## src/sarcr_regs.svh

```systemverilog
`ifndef SARCR_REGS_SVH
`define SARCR_REGS_SVH
// ==========================================
// code constants
`define SARCR_CODE_MAX   24'h7F_FFFF
`define SARCR_CODE_MIN   24'h80_0000
`define SARCR_GAIN_UNITY 16'h8000
`define SARCR_GAIN_SHIFT 15
`define SARCR_OFS_RST    24'h00_0000
`define SARCR_CM_RST     8'h00
// ==========================================
// timing
`define SARCR_CONV_NS     300
`define SARCR_CLK_NS      4
`define SARCR_CONV_CYC    ((`SARCR_CONV_NS + `SARCR_CLK_NS - 1) / `SARCR_CLK_NS)
`endif

```

## src/sarcr_pkg.sv

```systemverilog
package sarcr_pkg;
	// ==========================================
	// sample fed into the core on adc_sample and held at conversion start
	typedef struct packed {
		logic [23:0] diff;
		logic [7:0]  cm;
	} sarcr_sample_t;

	// ==========================================
	// processing controls
	typedef struct packed {
		logic        ofs_en;
		logic        gain_en;
		logic [23:0] ofs;
		logic [15:0] gain;
	} sarcr_cfg_t;

	typedef enum logic [2:0] {
		SARCR_ACQ  = 3'b001,
		SARCR_CONV = 3'b010,
		SARCR_PROC = 3'b100
	} sarcr_state_t;
endpackage : sarcr_pkg

```

## src/sarcr_fifo.sv

```systemverilog
`timescale 1ns/1ps
module sarcr_fifo
	import sarcr_pkg::*;
#(
	parameter int WIDTH = 32,
	parameter int DEPTH = 16
) (
	input  wire logic             clk_sys,
	input  wire logic             nrst,
	input  wire logic             ce,
	input  wire logic             in_valid,
	output logic                  in_ready,
	input  wire logic [WIDTH-1:0] in_data,
	output logic                  out_valid,
	input  wire logic             out_ready,
	output logic      [WIDTH-1:0] out_data
);
	localparam int AW = $clog2(DEPTH);

	// refuse sizes that the pointer wrap cannot serve
	if (DEPTH < 2 || (1 << AW) != DEPTH || WIDTH < 1) begin : g_bad_param
		$error("sarcr_fifo: depth must be a power of two >= 2");
	end

	typedef struct packed {
		logic [DEPTH-1:0][WIDTH-1:0] mem;
		logic [AW:0]                 wp;
		logic [AW:0]                 rp;
	} sarcr_fifo_st_t;

	sarcr_fifo_st_t st_ff;
	sarcr_fifo_st_t nxt_st;
	logic           push;
	logic           pop;

	// ==========================================
	// flags
	assign in_ready  = (st_ff.wp - st_ff.rp) != (AW+1)'(DEPTH);
	assign out_valid = st_ff.wp != st_ff.rp;
	assign out_data  = st_ff.mem[st_ff.rp[AW-1:0]];
	assign push      = in_valid && in_ready;
	assign pop       = out_valid && out_ready;

	// next state
	always_comb begin
		nxt_st = st_ff;
		if (push) begin
			nxt_st.mem[st_ff.wp[AW-1:0]] = in_data;
			nxt_st.wp = st_ff.wp + 1'b1;
		end
		if (pop)
			nxt_st.rp = st_ff.rp + 1'b1;
	end

	always_ff @(posedge clk_sys or negedge nrst) begin
		if (!nrst)
			st_ff <= '0;
		else if (ce)
			st_ff <= nxt_st;
	end
endmodule : sarcr_fifo

```

## src/sarcr_core.sv

```systemverilog
// How it works
// - alternates acquisition (tracking inputs) and conversion phases
// - a convert_start rising edge in acquisition, with pwr_down low, starts a conversion; host must supply it
// - that edge raises busy; busy falls once conversion completes
// - each conversion yields 24-bit difference and 8-bit common-mode codes
// - result optionally processed, then queued in a FIFO_DEPTH-entry buffer feeding readout
// - difference code is two's complement
// - +FS-1 is 7FFFFF, zero 000000, -FS 800000, -1 FFFFFF
// - offset or gain overflow saturates to signed 24-bit range
// - no latency: each queued result belongs to its own conversion; readout takes the oldest unread first
// - first conversion after power-down already valid
// - processing features switch only via control settings
// - busy high at conversion start, low when it finishes
// - with select low, host serial clock shifts stored result out
`timescale 1ns/1ps
`include "sarcr_regs.svh"
module sarcr_core
	import sarcr_pkg::*;
#(
	parameter int CONV_CYC   = `SARCR_CONV_CYC,
	parameter int FIFO_DEPTH = 16
) (
	input  wire logic          clk_sys,
	input  wire logic          nrst,
	input  wire logic          ce,
	input  wire logic          convert_start,
	input  wire logic          pwr_down,
	input  wire sarcr_sample_t adc_sample,
	input  wire sarcr_cfg_t    cfg,
	input  wire logic          sck,
	input  wire logic          cs_n,
	output logic               busy_or_echo_clock_pin,
	output logic               tracking,
	output logic               sdo,
	output logic               sample_lost
);
	localparam int CW = $clog2(CONV_CYC + 1);

	// refuse a zero-length conversion or a buffer too small to wrap
	if (CONV_CYC < 1 || FIFO_DEPTH < 2) begin : g_bad_param
		$error("sarcr_core: bad parameters");
	end

	typedef struct packed {
		sarcr_state_t  state;
		logic [CW-1:0] cnt;
		logic          cnv_d;
		logic          busy;
		sarcr_sample_t held;
		logic [31:0]   shreg;
		logic [31:0]   last;
		logic          sck_d;
		logic          cs_d;
		logic          sdo;
		logic          lost;
	} sarcr_st_t;

	sarcr_st_t     st_ff;
	sarcr_st_t     nxt_st;
	logic          cnv_rise;
	logic          push;
	logic          push_ready;
	logic          out_valid;
	logic          out_ready;
	logic [31:0]   out_word;
	logic [23:0]   proc_diff;
	logic [31:0]   push_word;

	// ==========================================
	// digital post-processing with saturation
	function automatic logic [23:0] sarcr_proc(input logic [23:0] code, input sarcr_cfg_t c);
		logic signed [41:0] prod;
		logic signed [42:0] sum;
		logic signed [24:0] g;
		prod = 42'(signed'(code));
		g    = 25'({1'b0, c.gain});
		if (c.gain_en) begin
			prod = 42'(signed'(code) * g) >>> `SARCR_GAIN_SHIFT;
		end
		sum = 43'(prod);
		if (c.ofs_en) begin
			sum = sum + 43'(signed'(c.ofs));
		end
		if (sum > 43'(signed'(`SARCR_CODE_MAX)))
			sarcr_proc = `SARCR_CODE_MAX;
		else if (sum < 43'(signed'(`SARCR_CODE_MIN)))
			sarcr_proc = `SARCR_CODE_MIN;
		else
			sarcr_proc = sum[23:0];
	endfunction : sarcr_proc

	// ==========================================
	// edge detect and outputs
	assign cnv_rise               = convert_start && !st_ff.cnv_d;
	assign busy_or_echo_clock_pin = st_ff.busy;
	assign tracking               = st_ff.state == SARCR_ACQ;
	assign sdo                    = st_ff.sdo;
	assign sample_lost            = st_ff.lost;
	assign proc_diff              = sarcr_proc(st_ff.held.diff, cfg);
	assign push_word              = {proc_diff, st_ff.held.cm};
	assign push                   = st_ff.state == SARCR_PROC;
	assign out_ready              = st_ff.cs_d && !cs_n; // load on frame start

	// ==========================================
	// result buffer between conversion and readout
	sarcr_fifo #(
		.WIDTH(32),
		.DEPTH(FIFO_DEPTH)
	) u_fifo (
		.clk_sys  (clk_sys),
		.nrst     (nrst),
		.ce       (ce),
		.in_valid (push),
		.in_ready (push_ready),
		.in_data  (push_word),
		.out_valid(out_valid),
		.out_ready(out_ready),
		.out_data (out_word)
	);

	// ==========================================
	// conversion sequencer and serial shifter
	always_comb begin
		nxt_st       = st_ff;
		nxt_st.cnv_d = convert_start;
		nxt_st.sck_d = sck;
		nxt_st.cs_d  = cs_n;
		unique case (st_ff.state)
			SARCR_ACQ: begin
				if (cnv_rise && !pwr_down) begin
					nxt_st.state = SARCR_CONV;
					nxt_st.busy  = 1'b1;
					nxt_st.cnt   = CW'(CONV_CYC - 1);
					nxt_st.held  = adc_sample; // sample held at edge
				end
			end
			SARCR_CONV: begin
				if (st_ff.cnt == '0)
					nxt_st.state = SARCR_PROC;
				else
					nxt_st.cnt = st_ff.cnt - 1'b1;
			end
			SARCR_PROC: begin
				// latch this very sample, no pipeline
				nxt_st.state = SARCR_ACQ;
				nxt_st.busy  = 1'b0;
				if (!push_ready)
					nxt_st.lost = 1'b1;
			end
		endcase
		// readout: load on select fall, shift on sck falling edge
		// an empty buffer repeats the last word loaded, not the shifted-out remains
		if (out_ready) begin
			nxt_st.shreg = out_valid ? out_word : st_ff.last;
			nxt_st.sdo   = out_valid ? out_word[31] : st_ff.last[31];
			if (out_valid)
				nxt_st.last = out_word;
			// a result dropped in this same cycle keeps the flag set
			nxt_st.lost  = st_ff.state == SARCR_PROC && !push_ready;
		end else if (!cs_n && st_ff.sck_d && !sck) begin
			nxt_st.shreg = {st_ff.shreg[30:0], 1'b0};
			nxt_st.sdo   = st_ff.shreg[30];
		end
	end

	always_ff @(posedge clk_sys or negedge nrst) begin
		if (!nrst) begin
			st_ff       <= '0;
			st_ff.state <= SARCR_ACQ;
			st_ff.cs_d  <= 1'b1;
		end else if (ce) begin
			st_ff <= nxt_st;
		end
	end
endmodule : sarcr_core

```

## config.mk

```make
export PLATFORM = sky130hd
export DESIGN_NAME = sarcr_core
export DESIGN_NICKNAME = d
export VERILOG_FILES = /design/src/sarcr_pkg.sv /design/src/sarcr_fifo.sv /design/src/sarcr_core.sv
export VERILOG_INCLUDE_DIRS = /design/src
export SDC_FILE = /design/constraint.sdc
export NUM_CORES = 2
export LEC_CHECK = 0
export BUFFER_PORTS_ARGS = -buffer_cell sky130_fd_sc_hd__buf_4
export CAP_MARGIN = 10
export CORE_ASPECT_RATIO = 0.8
export CORE_MARGIN = 4
export CORE_UTILIZATION = 58
export DETAILED_ROUTE_END_ITERATION = 7
export GPL_ROUTABILITY_DRIVEN = 0
export PLACE_DENSITY = 0.76
export SYNTH_ARGS = -nofsm -noshare
export SYNTH_HDL_FRONTEND = slang
export SYNTH_SLANG_ARGS = --single-unit
```

## constraint.sdc

```tcl
create_clock -name clk_sys -period 9.18 [get_ports clk_sys]
set_input_delay 0.459 -clock clk_sys [delete_from_list [all_inputs] [get_ports clk_sys]]
set_output_delay 0.459 -clock clk_sys [all_outputs]
set_load 0.02 [all_outputs]
```

==> results.py <==
metrics = {
    "status": {
        "status": "finished, violations left",
        "violations": "negative setup slack",
    },
    "logic_synthesis": {
        "ys_seq_elements": 633,
        "netlist_area_um2": 44850,
        "avgSynthCellArea_um2": 9.823,
        "synth_fp_nets": 5159,
        "synth_seq_area_share_pct": 35.32,
        "ys_async_sr_fraction_pct": 100.0,
        "synthCells": 4566,
        "synth.cells.most_frequent": "nand2_1 (1047), dfrtp_1 (631), inv_1 (455)",
        "synth_top_area_cell": "dfrtp_1",
        "synthFlopType": "dfrtp_1",
        "yosys_warnings": 0,
        "yosysMostFrequentCell": "nand2_1",
        "ys_types": 87,
        "synth_area_leaders": "dfrtp_1 (35%), fa_1 (17%), nand2_1 (8.8%), mux4_2 (8.0%), inv_1 (3.8%)",
        "netlist.area_leader.share_pct": 35.20,
        "synth_edf_count": 0,
    },
    "pwr": {
        "power_density_nw_per_um2": 159.7,
        "switching_share_pct": 33.06,
        "total_power_mw": 8.340,
        "p_clk_share_pct": 34.8,
        "irDropWorstVdd_mv": 0.2044,
        "power_leakage_nw": 25.31,
        "power_frac_seq_pct": 36.4,
        "power_frac_comb_pct": 28.8,
        "switching_power_mw": 2.757,
        "p_int_mw": 5.583,
    },
    "placed_design": {
        "place_area_um2": 47830,
        "dp_hpwl_um": 86610,
        "port-buffer-count": 84,
    },
    "clocking": {
        "cts_made_buffers": 68,
        "cts_tree": "yes",
        "clockBufferDepth": 3,
        "htree_levels": 3,
        "cts.sinks": 633,
        "cts-root-buf": "clkbuf_16",
        "clock_latency_ns": 0.62,
        "clk_pin_slew_ns": 0.07,
    },
    "detailed_routing": {
        "dr.first_iter.drc_count": 4327,
        "vias": 35850,
        "final_antenna_net_count": 0,
        "via_per_inst": 6.168,
        "drt-total-wl_um": 132900,
        "drc_errors": 0,
        "dr.pass1.iters": 6,
        "wire_per_inst_um": 22.87,
    },
    "critical_path": {
        "required_ns": 9.65,
        "cp_max_fo": 8,
        "crit_arrival_ns": 9.73,
        "path_common_cell": "fa_1",
        "max_stage_delay_ns": 0.56,
        "path_class": "reg2reg",
        "crit_path_start_kind": "flop",
        "crit_slowest_cell": "fa_1",
        "crit_path_end_kind": "flop",
    },
    "die": {
        "coreArea_um2": 76010,
        "dieWidth_um": 318.9,
        "ios": 85,
        "die-area_um2": 81870,
        "rows": 90,
        "die_h_um": 256.7,
        "start_util_pct": 59.01,
    },
    "global_route": {
        "antenna_found_initial": 6,
        "first_global_vias": 36210,
        "grt_pass1_wl_um": 202200,
        "grt_overflow_total": 0,
        "grt_max_degree": 183,
        "grt_use_total_pct": 31.37,
    },
    "sta": {
        "slew_violations": 0,
        "skew_ns": 0.03520,
        "fin_ws_ns": -0.07960,
        "slew-limit-headroom_pct": 10.71,
        "whs_ns": 0.06070,
        "finalSetupViolCount": 10,
        "grt_setup_unrepaired": "true",
        "finalCritPeriodShare_pct": 100.9,
        "finalHoldViolCount": 0,
        "period_minus_slack_ns": 9.260,
        "fmax_mhz": 108.0,
        "worst_slew_pin_slew_ns": 1.339,
    },
    "layout": {
        "nNetsFinal": 5341,
        "fillerInstances": 5514,
        "utilization_pct": 68.69,
        "area_growth_pct": 16.41,
        "drive_gt1_share_pct": 21.10,
        "final_cell_area_um2": 52210,
    },
    "job": {
        "cap_violations": 0,
    },
    "min_path": {
        "hold_path_class": "in2reg",
    },
}
cells in the final DEF, fill, tap and decap left out, types with 15 or more instances in the layout:
master	synthesis	final
nor3_1	22	19
fa_1	376	372
o21ai_0	313	137
mux2_2	51	51
ha_1	136	125
and2_1	165	158
xor2_1	24	24
a21oi_1	165	152
buf_12	0	45
nor2_1	235	227
a311oi_1	50	40
mux2i_1	36	36
nand3_1	34	30
a21oi_4	11	15
dfrtp_1	631	612
dfrtp_2	0	17
and3_1	29	28
o21ai_1	11	109
buf_6	12	33
mux4_2	160	160
a31oi_1	36	32
xnor2_1	41	41
buf_4	15	331
inv_1	455	447
a21o_1	31	31
clkbuf_16	0	81
nand2_1	1047	1045
nand4_1	17	17
o21ai_2	6	84
worst max-delay path: cells and delay by family, from the launching register on:
kind            cells  cell delay [ns]
buf+inv            14             1.71
xor+xnor            1             0.09
flops               1             0.47
simple gates        5             0.61
mux                 1             0.32
fa+ha+maj           8             3.58
compound gates     11             2.35
per-stage QoR:
step	TNS [ns]	cells	worst slack, ns
4_1_cts	-0.08145	5737	-0.02116
2_1_floorplan	0	4566	0.1384
3_5_place_dp	-80.58	5613	-0.4015
3_3_place_gp	-16.36	5613	-0.1660
6_report	-0.1785	5812	-0.07960
5_1_grt	-73.54	5811	-0.3249
worst paths after layout:
path / start / end / slack (ns) / cells past startpoint
worst min-delay path: adc_sample[15] / st_ff[83] / 0.06 / 2
worst max register to register: st_ff[83] / u_fifo.st_ff[472] / -0.08 / 40
min in group asynchronous: nrst / st_ff[11] / 0.56 / 2
worst max-delay path: st_ff[83] / u_fifo.st_ff[472] / -0.08 / 40
max in group asynchronous: nrst / u_fifo.st_ff[131] / 6.42 / 4
worst min register to register: u_fifo.st_ff[111] / u_fifo.st_ff[111] / 0.47 / 2
cell type report:
type | instances | area (um^2) | area share, %
Multi-Input combinational cell | 3165 | 26950 | 51.62
Sequential cell | 633 | 15870 | 30.40
Timing Repair Buffer | 424 | 4068 | 7.791
Clock buffer | 92 | 1987 | 3.806
Inverter | 456 | 1715 | 3.285
Tap cell | 1012 | 1266 | 2.425
Clock inverter | 26 | 344.1 | 0.6590
Antenna cell | 4 | 10.01 | 0.01917
cell families after synthesis:
kind of cell | Yosys count | share of synthesized area [%]
flip-flops | 633 | 35.32
AND/OR/NAND/NOR | 1610 | 15.54
multiplexers | 248 | 10.15
adder cells (fa/ha/maj) | 512 | 20.58
AO/OA/AOI/OAI | 728 | 10.28
XOR/XNOR | 65 | 1.269
buffers and inverters | 770 | 6.868
power by group through the flow:
stage / clock network (mW) / registers, mW / logic (mW)
after CTS: 2.91 / 3.04 / 2.09
after global routing: 3.02 / 3.05 / 2.57
after global placement: 0 / 3.08 / 2.02
final: 2.90 / 3.04 / 2.40
after floorplan: 0 / 2.96 / 1.48
after detailed placement: 0 / 3.09 / 2.05
timing repair:
action / 4_1_cts / 5_1_grt
resized for setup: 44 / 426
buffers inserted: 4 / 52
endpoints found under the setup margin: 367 / 384
endpoints found under the hold margin: 80 / 0
hold buffers: 1 / 0
pin swaps: 10 / 50
cloned: 1 / 20
registers in the layout, summed over array words and instances (netlist names):
signal,flops
push_word,8
u_fifo.st_ff,522
st_ff,100
sdo,1
busy_or_echo_clock_pin,1
sample_lost,1
per-layer routing:
metal | part of all wire [%] | global-route usage [%]
met5 | 0.020 | 0
met2 | 45 | 46.87
met1 | 39 | 44.98
met3 | 13 | 8.602
met4 | 3.7 | 10.35
(Power assumes the default switching activity.)
